$ cat src/verilog/ai_cycle_regs.vh
`ifndef AI_CYCLE_REGS_VH
`define AI_CYCLE_REGS_VH
// =====================================================
// register offsets (byte addresses)
`define REG_CTRL        8'h00
`define REG_STATIC      8'h04
`define REG_DYN_CH      8'h08
`define REG_DYN_CYC     8'h0C
`define REG_STATUS      8'h10
`define REG_IRQ_STAT    8'h14
`define REG_IRQ_MASK    8'h18
`define REG_RESULT0     8'h20
// =====================================================
// field encodings
`define MTYPE_OFF       2'h0
`define MTYPE_VOLT      2'h1
`define MTYPE_CURR      2'h2
`define MRANGE_10V      2'h0
`define MRANGE_20MA     2'h1
`define MRANGE_4_20MA   2'h2
// per-channel dynamic field: type[1:0], range[3:2], 4 bits per channel
`define DYN_CH_RESET    16'h1111
// interval code: 0 unsolicited, n = 6..32 gives n half-milliseconds
`define IVAL_DEFAULT    6'h20
`define IVAL_MIN        6'h06
`define IVAL_MAX        6'h20
// =====================================================
// timing
`define CLK_HZ          50000000
`define HALF_MS_US      500
`define HALF_MS_CYCLES  ((`CLK_HZ / 1000000) * `HALF_MS_US)
// irq status bits
`define IRQ_CYCLE       0
`define IRQ_WBREAK      1
`define IRQ_DONE        2
`endif

$ cat src/verilog/analog_input_param_cycle_ctrl.v
// Added by the designer: strobed register access and the address map.
`timescale 1ns/1ps
`include "ai_cycle_regs.vh"
// =====================================================
// analog input parameter and measurement-cycle control
module analog_input_param_cycle_ctrl #(
   parameter integer HALF_MS = `HALF_MS_CYCLES
) (
   // clock and reset
   input  wire        clk_i,
   input  wire        nrst_i,
   // register port
   input  wire [7:0]  addr_i,
   input  wire [31:0] wdata_i,
   input  wire        wr_i,
   input  wire        rd_i,
   output reg  [31:0] rdata_o,
   // cpu mode (pin, synchronised)
   input  wire        run_i,
   // converter
   output reg         conv_start_o,
   output reg  [1:0]  conv_chan_o,
   output reg  [1:0]  conv_range_o,
   input  wire        conv_done_i,
   input  wire [15:0] conv_data_i,
   input  wire        conv_open_i,
   // shared diagnostic interrupt enable, to other i/o
   output wire        diag_irq_en_o,
   // interrupts
   output wire        hw_irq_o,
   output wire        irq_o
);
   // =====================================================
   // staged (loaded) and active parameters
   reg        ld_diag_irq_en;
   reg [3:0]  ld_diag_en;
   reg [3:0]  ld_wb_en;
   reg [15:0] ld_dyn;
   reg        ld_cyc_en;
   reg [5:0]  ld_ival;
   reg        act_diag_irq_en;
   reg [3:0]  act_diag_en;
   reg [3:0]  act_wb_en;
   reg [15:0] act_dyn;
   reg        act_cyc_en;
   reg [5:0]  act_ival;
   reg        dyn_pend;
   reg [15:0] result [0:3];
   reg [3:0]  wbreak;
   reg [2:0]  irq_stat;
   reg [2:0]  irq_mask;
   reg        run_s1;
   reg        run_s2;
   reg        run_d;
   reg        applied;
   reg [1:0]  state;
   reg [2:0]  next_ch;
   reg [5:0]  ival_cnt;
   reg        hw_irq;
   wire       go_run;
   wire       tick;
   wire       sel_found;
   wire [1:0] sel_ch;
   wire [3:0] sel_fld;
   wire [3:0] active;
   wire       boundary;
   wire       cyc_event;
   wire       wb_event;
   wire       done_event;
   wire [2:0] irq_set;
   genvar     g;

   localparam [1:0] S_IDLE = 2'd0;
   localparam [1:0] S_PICK = 2'd1;
   localparam [1:0] S_CONV = 2'd2;
   localparam [1:0] S_WAIT = 2'd3;

   // field extract for one channel
   function [3:0] chf;
      input [15:0] v;
      input [1:0]  c;
      begin
         chf = v[c*4 +: 4];
      end
   endfunction

   // =====================================================
   // run pin synchroniser and stop-to-run edge
   always @(posedge clk_i or negedge nrst_i)
   begin
      if (!nrst_i)
      begin
         run_s1 <= 1'b0;
         run_s2 <= 1'b0;
         run_d  <= 1'b0;
         applied <= 1'b0;
      end
      else
      begin
         run_s1 <= run_i;
         run_s2 <= run_s1;
         run_d  <= run_s2;
         applied <= go_run; // new set active from here on
      end
   end
   assign go_run = run_s2 && !run_d;

   // channel is active when its type is not deactivated
   generate
      for (g = 0; g < 4; g = g + 1)
      begin : g_act
         assign active[g] = (act_dyn[g*4 +: 2] != `MTYPE_OFF);
      end
   endgenerate

   assign boundary = (state == S_IDLE);
   assign sel_fld  = chf(act_dyn, sel_ch);

   // =====================================================
   // register writes, parameter staging and activation
   always @(posedge clk_i or negedge nrst_i)
   begin
      if (!nrst_i)
      begin
         ld_diag_irq_en  <= 1'b0;
         ld_diag_en      <= 4'h0;
         ld_wb_en        <= 4'h0;
         ld_dyn          <= `DYN_CH_RESET;
         ld_cyc_en       <= 1'b0;
         ld_ival         <= `IVAL_DEFAULT;
         act_diag_irq_en <= 1'b0;
         act_diag_en     <= 4'h0;
         act_wb_en       <= 4'h0;
         act_dyn         <= `DYN_CH_RESET;
         act_cyc_en      <= 1'b0;
         act_ival        <= `IVAL_DEFAULT;
         dyn_pend        <= 1'b0;
         irq_mask        <= 3'h0;
      end
      else
      begin
         if (wr_i)
         begin
            case (addr_i)
               `REG_STATIC:
               begin
                  ld_diag_irq_en <= wdata_i[0];
                  ld_diag_en     <= wdata_i[7:4];
                  ld_wb_en       <= wdata_i[11:8];
               end
               `REG_DYN_CH:
                  ld_dyn <= wdata_i[15:0];
               `REG_DYN_CYC:
               begin
                  ld_cyc_en <= wdata_i[8];
                  if (wdata_i[5:0] == 6'h00 ||
                      (wdata_i[5:0] >= `IVAL_MIN && wdata_i[5:0] <= `IVAL_MAX))
                     ld_ival <= wdata_i[5:0];
               end
               `REG_IRQ_MASK:
                  irq_mask <= wdata_i[2:0];
               default:
                  ;
            endcase
         end
         // dynamic write in run mode arms a pending update
         if (wr_i && run_s2 && (addr_i == `REG_DYN_CH || addr_i == `REG_DYN_CYC))
            dyn_pend <= 1'b1;
         if (go_run)
         begin
            act_diag_irq_en <= ld_diag_irq_en;
            act_diag_en     <= ld_diag_en;
            act_wb_en       <= ld_wb_en;
            act_dyn         <= ld_dyn;
            act_cyc_en      <= ld_cyc_en;
            act_ival        <= ld_ival;
            dyn_pend        <= 1'b0;
         end
         else if (dyn_pend && boundary && !wr_i)
         begin
            act_dyn    <= ld_dyn;
            act_cyc_en <= ld_cyc_en;
            act_ival   <= ld_ival;
            dyn_pend   <= 1'b0;
         end
      end
   end
   assign diag_irq_en_o = act_diag_irq_en;

   // =====================================================
   // channel search and interval tick
   chan_select u_sel (
      .active_i (active),
      .from_i   (next_ch),
      .found_o  (sel_found),
      .chan_o   (sel_ch)
   );

   half_ms_tick #(
      .CYCLES (HALF_MS)
   ) u_tick (
      .clk_i     (clk_i),
      .nrst_i    (nrst_i),
      .restart_i (go_run),
      .tick_o    (tick)
   );

   // =====================================================
   // measurement sequencer and interval timer
   always @(posedge clk_i or negedge nrst_i)
   begin
      if (!nrst_i)
      begin
         state        <= S_IDLE;
         next_ch      <= 3'd0;
         ival_cnt     <= 6'h00;
         hw_irq       <= 1'b0;
         conv_start_o <= 1'b0;
         conv_chan_o  <= 2'b00;
         conv_range_o <= 2'b00;
         wbreak       <= 4'h0;
      end
      else
      begin
         conv_start_o <= 1'b0;
         hw_irq       <= 1'b0;
         // interval count in half-ms, irq and restart at expiry
         if (!run_s2 || !act_cyc_en || act_ival == 6'h00)
            ival_cnt <= 6'h00;
         else if (tick)
         begin
            if (ival_cnt + 6'h01 >= act_ival)
            begin
               ival_cnt <= 6'h00;
               hw_irq   <= 1'b1;
            end
            else
               ival_cnt <= ival_cnt + 6'h01;
         end
         case (state)
            S_IDLE:
               if (run_s2 && act_cyc_en && (applied || hw_irq || act_ival == 6'h00))
               begin
                  next_ch <= 3'd0;
                  state   <= S_PICK;
               end
            S_PICK:
               if (sel_found)
               begin
                  conv_chan_o  <= sel_ch;
                  conv_range_o <= sel_fld[3:2];
                  conv_start_o <= 1'b1;
                  state        <= S_CONV;
               end
               else
                  state <= S_IDLE;
            S_CONV:
               state <= S_WAIT;
            S_WAIT:
               if (conv_done_i)
               begin
                  // wire break only on 4-20 mA with check enabled
                  wbreak[conv_chan_o] <= conv_open_i && act_wb_en[conv_chan_o] &&
                     (conv_range_o == `MRANGE_4_20MA);
                  next_ch <= {1'b0, conv_chan_o} + 3'd1;
                  state   <= S_PICK;
               end
            default:
               state <= S_IDLE;
         endcase
      end
   end

   // hold each result for the cpu
   always @(posedge clk_i or negedge nrst_i)
   begin
      if (!nrst_i)
      begin
         result[0] <= 16'h0000;
         result[1] <= 16'h0000;
         result[2] <= 16'h0000;
         result[3] <= 16'h0000;
      end
      else if (state == S_WAIT && conv_done_i)
         result[conv_chan_o] <= conv_data_i;
   end

   // =====================================================
   // sticky interrupt status, set wins over clear
   assign cyc_event  = hw_irq;
   assign wb_event   = state == S_WAIT && conv_done_i && conv_open_i &&
                       act_wb_en[conv_chan_o] && act_diag_en[conv_chan_o] &&
                       (conv_range_o == `MRANGE_4_20MA);
   assign done_event = state == S_PICK && !sel_found;
   assign irq_set    = {done_event, wb_event, cyc_event};

   always @(posedge clk_i or negedge nrst_i)
   begin
      if (!nrst_i)
         irq_stat <= 3'h0;
      else
         irq_stat <= (irq_stat & ~((wr_i && addr_i == `REG_IRQ_STAT) ?
                      wdata_i[2:0] : 3'h0)) | irq_set;
   end
   assign irq_o    = |(irq_stat & irq_mask);
   assign hw_irq_o = hw_irq;

   // =====================================================
   // read data, one cycle after the strobe
   always @(posedge clk_i or negedge nrst_i)
   begin
      if (!nrst_i)
         rdata_o <= 32'h0000_0000;
      else if (rd_i)
      begin
         case (addr_i)
            `REG_CTRL:     rdata_o <= {29'h0, dyn_pend, run_s2, act_cyc_en};
            `REG_STATIC:   rdata_o <= {20'h0, ld_wb_en, ld_diag_en, 3'h0, ld_diag_irq_en};
            `REG_DYN_CH:   rdata_o <= {16'h0, ld_dyn};
            `REG_DYN_CYC:  rdata_o <= {23'h0, ld_cyc_en, 2'h0, ld_ival};
            `REG_STATUS:   rdata_o <= {20'h0, wbreak, 4'h0, active};
            `REG_IRQ_STAT: rdata_o <= {29'h0, irq_stat};
            `REG_IRQ_MASK: rdata_o <= {29'h0, irq_mask};
            8'h20:         rdata_o <= {16'h0, result[0]};
            8'h24:         rdata_o <= {16'h0, result[1]};
            8'h28:         rdata_o <= {16'h0, result[2]};
            8'h2C:         rdata_o <= {16'h0, result[3]};
            default:       rdata_o <= 32'h0000_0000;
         endcase
      end
      else
         rdata_o <= 32'h0000_0000;
   end
endmodule // analog_input_param_cycle_ctrl

$ cat src/verilog/chan_select.v
`timescale 1ns/1ps
// =====================================================
// next active channel at or after a given one (skip deactivated)
module chan_select (
   // inputs
   input  wire [3:0] active_i,
   input  wire [2:0] from_i,
   // outputs
   output reg        found_o,
   output reg  [1:0] chan_o
);
   integer k;

   // lowest active channel with index >= from_i
   always @*
   begin
      found_o = 1'b0;
      chan_o  = 2'b00;
      for (k = 3; k >= 0; k = k - 1)
         if (active_i[k] && (k >= from_i))
         begin
            found_o = 1'b1;
            chan_o  = k[1:0];
         end
   end
endmodule // chan_select

$ cat src/verilog/half_ms_tick.v
`timescale 1ns/1ps
// =====================================================
// half-millisecond tick generator
module half_ms_tick #(
   parameter integer CYCLES = 25000
) (
   // clock and reset
   input  wire clk_i,
   input  wire nrst_i,
   // control
   input  wire restart_i,
   output reg  tick_o
);
   reg [15:0] cnt;

   // count down, pulse at zero
   always @(posedge clk_i or negedge nrst_i)
   begin
      if (!nrst_i)
      begin
         cnt    <= 16'h0000;
         tick_o <= 1'b0;
      end
      else if (restart_i || cnt == 16'h0000)
      begin
         cnt    <= CYCLES[15:0] - 16'h0001;
         tick_o <= !restart_i && (cnt == 16'h0000);
      end
      else
      begin
         cnt    <= cnt - 16'h0001;
         tick_o <= 1'b0;
      end
   end
endmodule // half_ms_tick
$ cat config.mk
export PLATFORM = sky130hd
export DESIGN_NAME = analog_input_param_cycle_ctrl
export DESIGN_NICKNAME = d
export VERILOG_FILES = /design/src/verilog/analog_input_param_cycle_ctrl.v /design/src/verilog/chan_select.v /design/src/verilog/half_ms_tick.v
export VERILOG_INCLUDE_DIRS = /design/src /design/src/verilog
export SDC_FILE = /design/constraint.sdc
export NUM_CORES = 1
export LEC_CHECK = 0
export BUFFER_PORTS_ARGS = -buffer_cell sky130_fd_sc_hd__buf_2
export CAP_MARGIN = 20
export CORE_MARGIN = 1.5
export CORE_UTILIZATION = 50
export CTS_BUF_LIST = sky130_fd_sc_hd__clkbuf_4
export CTS_CLUSTER_DIAMETER = 100
export DETAILED_ROUTE_END_ITERATION = 6
export GPL_ROUTABILITY_DRIVEN = 0
export GPL_TIMING_DRIVEN = 0
export PLACE_DENSITY = 0.82
export SYNTH_ARGS = -nofsm -noshare
export SYNTH_HDL_FRONTEND = slang
export SYNTH_SLANG_ARGS = --single-unit
export TNS_END_PERCENT = 20
$ cat constraint.sdc
create_clock -name clk_i -period 2.1 [get_ports clk_i]
set_input_delay 0.105 -clock clk_i [delete_from_list [all_inputs] [get_ports clk_i]]
set_output_delay 0.105 -clock clk_i [all_outputs]
set_load 0.1 [all_outputs]
### After elaboration in Yosys (flattened, before gate mapping)

Index checks and enable logic that the tools add are counted.

| storage, ports and cells | value |
|---|---|
| bits in registers | 209 |
| input bits | 63 |
| output and inout port bits | 40 |

| cells by class | value |
|---|---|
| add/subtract/negate cells | 3 |
| $lt $le $gt $ge | 11 |
| eq/ne operators | 16 |
| shift-type cells | 1 |
| muxes and demuxes | 47 |
| bitwise operators | 5 |
| reductions and logical operators | 60 |

Operator list:

| kind | number |
|---|---|
| $pmux 16 s11 | 1 |
| $bwmux 64 | 1 |
| $mux 16 | 4 |
| $demux 16 s2 | 1 |
| $eq 8x6->1 const B | 4 |
| $mux 32 | 1 |
| $mux 6 | 5 |
| $eq 8x5->1 const B | 3 |
| $logic_and 1x1->1 | 24 |
| $mux 1 | 18 |
| $eq 8x4->1 const B | 2 |
| $logic_not 16->1 | 1 |
| $shiftx 16x5->4 | 1 |
| $sub 16x1->16 const B | 1 |
| $mux 2 | 7 |
| $reduce_and 2->1 | 7 |
| $reduce_bool 2->1 | 7 |
| $logic_not 6->1 | 2 |
| $mux 3 | 3 |
| $eq 8x3->1 const B | 1 |
| $logic_not 8->1 | 1 |
| $pmux 2 s4 | 1 |
| $logic_or 1x1->1 | 7 |
| $add 6x1->6 const B | 1 |
| other kinds (27) | 39 |

### Logic depth before layout (Yosys ltp)

| logic depth | value |
|---|---|
| depth after elaboration | 9 |
| gate-level depth with buffers | 9 |

### By module

Synthesis repeated with hierarchy kept, for this count alone.

| unflattened totals | value |
|---|---|
| cell total of the unflattened synthesis | 718 |
| area total of the unflattened synthesis | 9125.0 um2 |

By module, submodules not included:

| module | times used | cells each | area each (um2) | sequential area each (um2) |
|---|---|---|---|---|
| analog_input_param_cycle_ctrl | 1 | 627 | 8237.9 | 4416.7 |
| half_ms_tick | 1 | 80 | 819.5 | 425.4 |
| chan_select | 1 | 11 | 67.6 | 0.0 |

### Worst setup path after synthesis

Ideal clock, no wire load.

| timing path | value |
|---|---|
| kind | register to register |
| start point | register conv_chan_o[0] |
| end point | register result[23] in the netlist's numbering |
| arrival | 2.376 ns |
| required time | 1.975 ns |
| setup slack | -0.400 ns |
| cell stages (with the launch flop) | 6 |
| period minus slack after synthesis | 2.500 ns |
| cells stage by stage | dfrtp_1 -> inv_1 -> ha_1 -> nand2_1 -> clkbuf_1 -> mux2_2 |

| on the way | value |
|---|---|
| longest elaborated chain between the ends | 6 |
| elaborated cells between the ends (all ways) | 7 |
| those cells by class | order compare (2); mux (3); bitwise (1); reduce/logical (1) |

RTL lines:

| what | line | text |
|---|---|---|
| from (decl) | analog_input_param_cycle_ctrl.v:22 | `output reg [1:0] conv_chan_o,` |
| from (signal assigned) | analog_input_param_cycle_ctrl.v:250 | `conv_chan_o <= sel_ch;` |
| $not 2->3 (not written as such) * | analog_input_param_cycle_ctrl.v:285 | `result[conv_chan_o] <= conv_data_i;` |
| $ge 3x3->1 (not written as such) or $lt 3x1->1 (tied branches) | analog_input_param_cycle_ctrl.v:285 |  |
| $logic_and 1x1->1 (not written as such) | analog_input_param_cycle_ctrl.v:285 |  |
| $mux 16 (not written as such) | analog_input_param_cycle_ctrl.v:285 |  |
| $demux 16 s2 * | analog_input_param_cycle_ctrl.v:285 |  |
| $bwmux 64 * | analog_input_param_cycle_ctrl.v:285 |  |
| to (signal, indexed assignment) | analog_input_param_cycle_ctrl.v:285 |  |
| to (decl) | analog_input_param_cycle_ctrl.v:48 | `reg [15:0] result [0:3];` |

Every way passes the cells marked *; elsewhere a longest branch is shown, timed or not.
A chain may end at the register's enable or synchronous reset.

### Worst setup path in the final report

| timing path | value |
|---|---|
| start point | register ival_cnt[1] |
| end point | register ival_cnt[2] |

| on the way | value |
|---|---|
| longest elaborated chain between the ends | 5 |

RTL lines:

| what | line | text |
|---|---|---|
| from (decl) | analog_input_param_cycle_ctrl.v:58 | `reg [5:0] ival_cnt;` |
| from (signal assigned) | analog_input_param_cycle_ctrl.v:238 | `ival_cnt <= ival_cnt + 6'h01;` |
| $add 6x1->6 * | analog_input_param_cycle_ctrl.v:232, analog_input_param_cycle_ctrl.v:238 |  |
| $ge 6x6->1 | analog_input_param_cycle_ctrl.v:232 | `if (ival_cnt + 6'h01 >= act_ival)` |
| $mux 6 * | analog_input_param_cycle_ctrl.v:232 |  |
| $mux 6 * | analog_input_param_cycle_ctrl.v:230 | `else if (tick)` |
| $mux 6 * | analog_input_param_cycle_ctrl.v:228 | `if (!run_s2 \|\| !act_cyc_en \|\| act_ival == 6'h00)` |

Every way passes the cells marked *; elsewhere a longest branch is shown, timed or not. The select of a mux whose other input is x is not followed.

==> summary.md <==
| Metric | Value |
|---|---|
| Post-synth EDFFs | `0` |
| Wire per inst | `between 15 and 20 µm` |
| P per Cell Area | `811 mW/mm²` |
| Worst Skew | `21.4 ps` |
| Initial antenna violation count | `1` |
| Die Span X | `between 100 and 150 µm` |
| CP startpoint | `ival_cnt[1]` |
| Worst Setup EP | `ival_cnt[2]` |
| Commonest non-fill, non-tap cell in the layout | `dfrtp_1` |
| Number of fillers in the final layout | `between 1000 and 1500` |
| I/O Pins | `103` |
| DRC Markers | `0` |
| Die area | `0.0187 mm²` |
| Worst setup EP type | `register` |
| Setup CP Type | `register to register` |
| Post-detail-place hpwl | `15.2 mm` |
| CP Launch Type | `register` |
| # setup viols final | `0` |
| Slew of the pin with the lowest slew margin | `~1100 ps` |
| Clock Power Share | `21.8%` |
| Worst-path cell chain | `ha_4 > nand3_4 > xnor2_4 > ha_4 > a21o_1 > a21oi_2 > o211ai_1 > a21oi_1 > a21o_1` |
| Initial Util | `51.5%` |
| Final hold slack | `roughly 36 ps` |
| CP max stage delay | `~460 ps` |
| FF-to-FF path depth | `9` |
| Max-cap check violation count | `0` |
| Compound-gate portion of the synthesized area | `8.48%` |
| Most frequent cells in the layout | `176 x dfrtp_1, 126 x mux2_2, 76 x nand2_1` |
| CTS max path bufs | `2` |
| P&R area growth vs syn | `17.0%` |
| CTS tree | `done` |
| Headroom to the max-slew limit | `between 20% and 30%` |
| Synthesized area | `approximately 0.009 mm²` |
| Total track usage | `23.9%` |
| Root Driver | `clkbuf_4` |
| Detailed-route via count | `about 6400` |
| Post-synthesis adder-cell area fraction | `under 10%` |
| Core Area | `between 0.015 and 0.02 mm²` |
| Leak | `about 5 nW` |
| Synth unique cells | `60` |
| Yosys reg bits | `193` |
| Slew Viols, Final | `0` |
| Clk pin slew, worst setup/hold paths | `roughly 140 ps` |
| Vias per cell | `5.72` |
| Post-Synth XOR/XNOR Area | `roughly 1.6%` |
| CTS Buf Count | `17` |
| P_sw | `2.75 mW` |
| Largest net degree at the start of global routing | `120` |
| CP max-delay cell | `dfrtp_1` |
| DR pass1 iterations | `6` |
| Share of layout cells above drive strength 1 | `between 30% and 40%` |
| Mux contribution to synthesized area | `between 10% and 20%` |
| CP required | `between 2000 and 3000 ps` |
| R2r startpoint | `ival_cnt[1]` |
| Total length of routed wires | `~21 mm` |
| Worst vdd ir | `slightly below 0.0006 V` |
| Worst R2R End | `ival_cnt[2]` |
| Main combinational cell family by area after synthesis | `multiplexers` |
| Row count | `48` |
| Hold Fails Final Rpt | `0` |
| Type of the worst min-delay path | `primary input to async pin` |
| Worst Path Arrival | `between 2000 and 3000 ps` |
| Top FF cell, synth | `dfrtp_1` |
| CTS sink count | `slightly below 200` |
| Status | `finished clean` |
| Min Tclk post-route | `2070 ps` |
| Seq/Total Area, Yosys | `between 50 and 60%` |
| Seq pwr share | `between 50% and 60%` |
| Int Pwr | `roughly 5.7 mW` |
| Initial DRC count | `535` |
| Period utilization | `98.6%` |
| H-tree Lvls | `4` |
| Simple logic cell fraction of the synthesized area | `between 10% and 20%` |
| Overflow after GRT | `0` |
| Sw Ratio | `about a third` |
| Worst-Skew Late Latency | `around 590 ps` |
| Mapped Cells | `731` |
| Gate power share | `a little under a quarter` |
| First-pass GRT wire length | `about 33 mm` |
| Final core utilization | `60.2%` |
| Synth warn | `0` |
| Synth Area per Inst | `roughly 12 µm²` |
| Reg2Reg Setup Slack | `between 20 and 30 ps` |
| Port bufs | `68` |
| Nets@finish | `959` |
| RSZ-0062 raised after global routing | `yes` |
| Worst-path fanout max | `3` |
| Max Clock Freq | `483 MHz` |
| Vias in the first global route | `~6300` |
| Remaining antenna violation count | `0` |
| Die Ht | `~140 µm` |
| Post-synth ARST share | `100%` |
==> metrics by stage <==
step	worst slack, ps	instance area (µm²)	power (mW)	setup TNS [ps]	instances
after floorplan	7.99	9020	6.05	0	746
final	29.3	10500	8.50	0	1117
after detailed placement	-257	9680	6.62	-11560	1040
after global placement	-2790	9640	6.53	-412830	1039
after global routing	-68.4	10500	8.93	-190	1117
after CTS	14.6	10400	8.51	0	1111
==> worst min path at each step <==
| stage | from | end | cells past startpoint |
|---|---|---|---|
| 2_1_floorplan | nrst_i | act_cyc_en | 0 |
| 3_3_place_gp | run_i | run_s1 | 1 |
| 3_5_place_dp | nrst_i | run_s1 | 1 |
| 4_1_cts | addr_i[1] | rdata_o[9] | 4 |
| 5_1_grt | addr_i[3] | rdata_o[9] | 4 |
| 6_report | nrst_i | run_s1 | 2 |
==> cell type report <==
type / instances / area (µm²) / share of cell area, %
clock buffer: 21 / 158 / 1.50
multi-input combinational: 495 / 3980 / 38.0
antenna: 1 / 2.50 / 0.0239
timing repair buffer: 113 / 813 / 7.76
sequential: 193 / 4850 / 46.3
clock inverter: 11 / 88.8 / 0.848
tap: 225 / 282 / 2.69
buffer: 41 / 238 / 2.27
inverter: 17 / 63.8 / 0.609
==> cell usage after synthesis, drive strengths merged, types with 5 or more instances <==
cell type,number,area share (%)
nand2,80,3.4
clkbuf,17,0.71
a31oi,10,0.70
buf,24,1.8
xnor2,12,1.2
o2bb2ai,6,0.59
and2,9,0.63
nand2b,5,0.35
nor2,33,1.4
ha,18,2.5
a21oi,16,0.89
mux2i,11,1.2
nor3,10,0.67
nor4,7,0.73
o21ai,28,1.6
mux4,9,2.3
dfstp,10,2.9
a22oi,10,0.84
nand3,16,1.0
dfrtp,183,51
inv,17,0.71
a22o,19,1.9
mux2,126,16
==> registers in the layout, summed over array words and instances, names as in the netlist, 6 cells and up <==
register,flops
act_ival,6
ld_dyn,16
ld_ival,6
result,64
rdata_o,16
u_tick.cnt,16
act_dyn,16
ival_cnt,6
==> critical path, delay by kind of cell, from the launching register on <==
family,cells,cell delay [ps]
AND/OR/NAND/NOR,1,100
XOR/XNOR,1,230
flip-flops,1,460
adder cells (fa/ha/maj),2,430
AO/OA/AOI/OAI,5,800
==> routing by layer <==
layer | global-route usage [%] | up-vias | wire (µm) | part of all wire (%)
met5 | 0 | - | 0 | 0
met3 | 6.37 | 54 | 1630 | 7.7
met4 | 8.71 | 0 | 681 | 3.2
li1 | - | 2904 | - | -
met2 | 36.6 | 279 | 9880 | 47
met1 | 32.8 | 3152 | 8990 | 42
==> logic make-up after synthesis <==
logic type / after synthesis
flip-flops: 193
AND/OR/NAND/NOR: 188
multiplexers: 146
AO/OA/AOI/OAI: 111
buffers and inverters: 58
adder cells (fa/ha/maj): 18
XOR/XNOR: 16
other: 1
==> power by group through the flow <==
stage / Combinational, mW / Sequential (mW) / Clock (mW)
detailed placement: 1.92 / 4.70 / 0
global route: 2.16 / 4.71 / 2.05
global placement: 1.85 / 4.68 / 0
floorplan: 1.23 / 4.82 / 0
finish: 2.01 / 4.64 / 1.85
CTS: 2.00 / 4.63 / 1.89
==> repair_timing <==
action	in CTS	in global routing
gates resized for setup	16	20
endpoints found under the setup margin	64	45
endpoints found under the hold margin	181	2
pin swaps	1	12
hold buffers	39	3
buffers inserted	0	1
(Power assumes the default switching activity.)
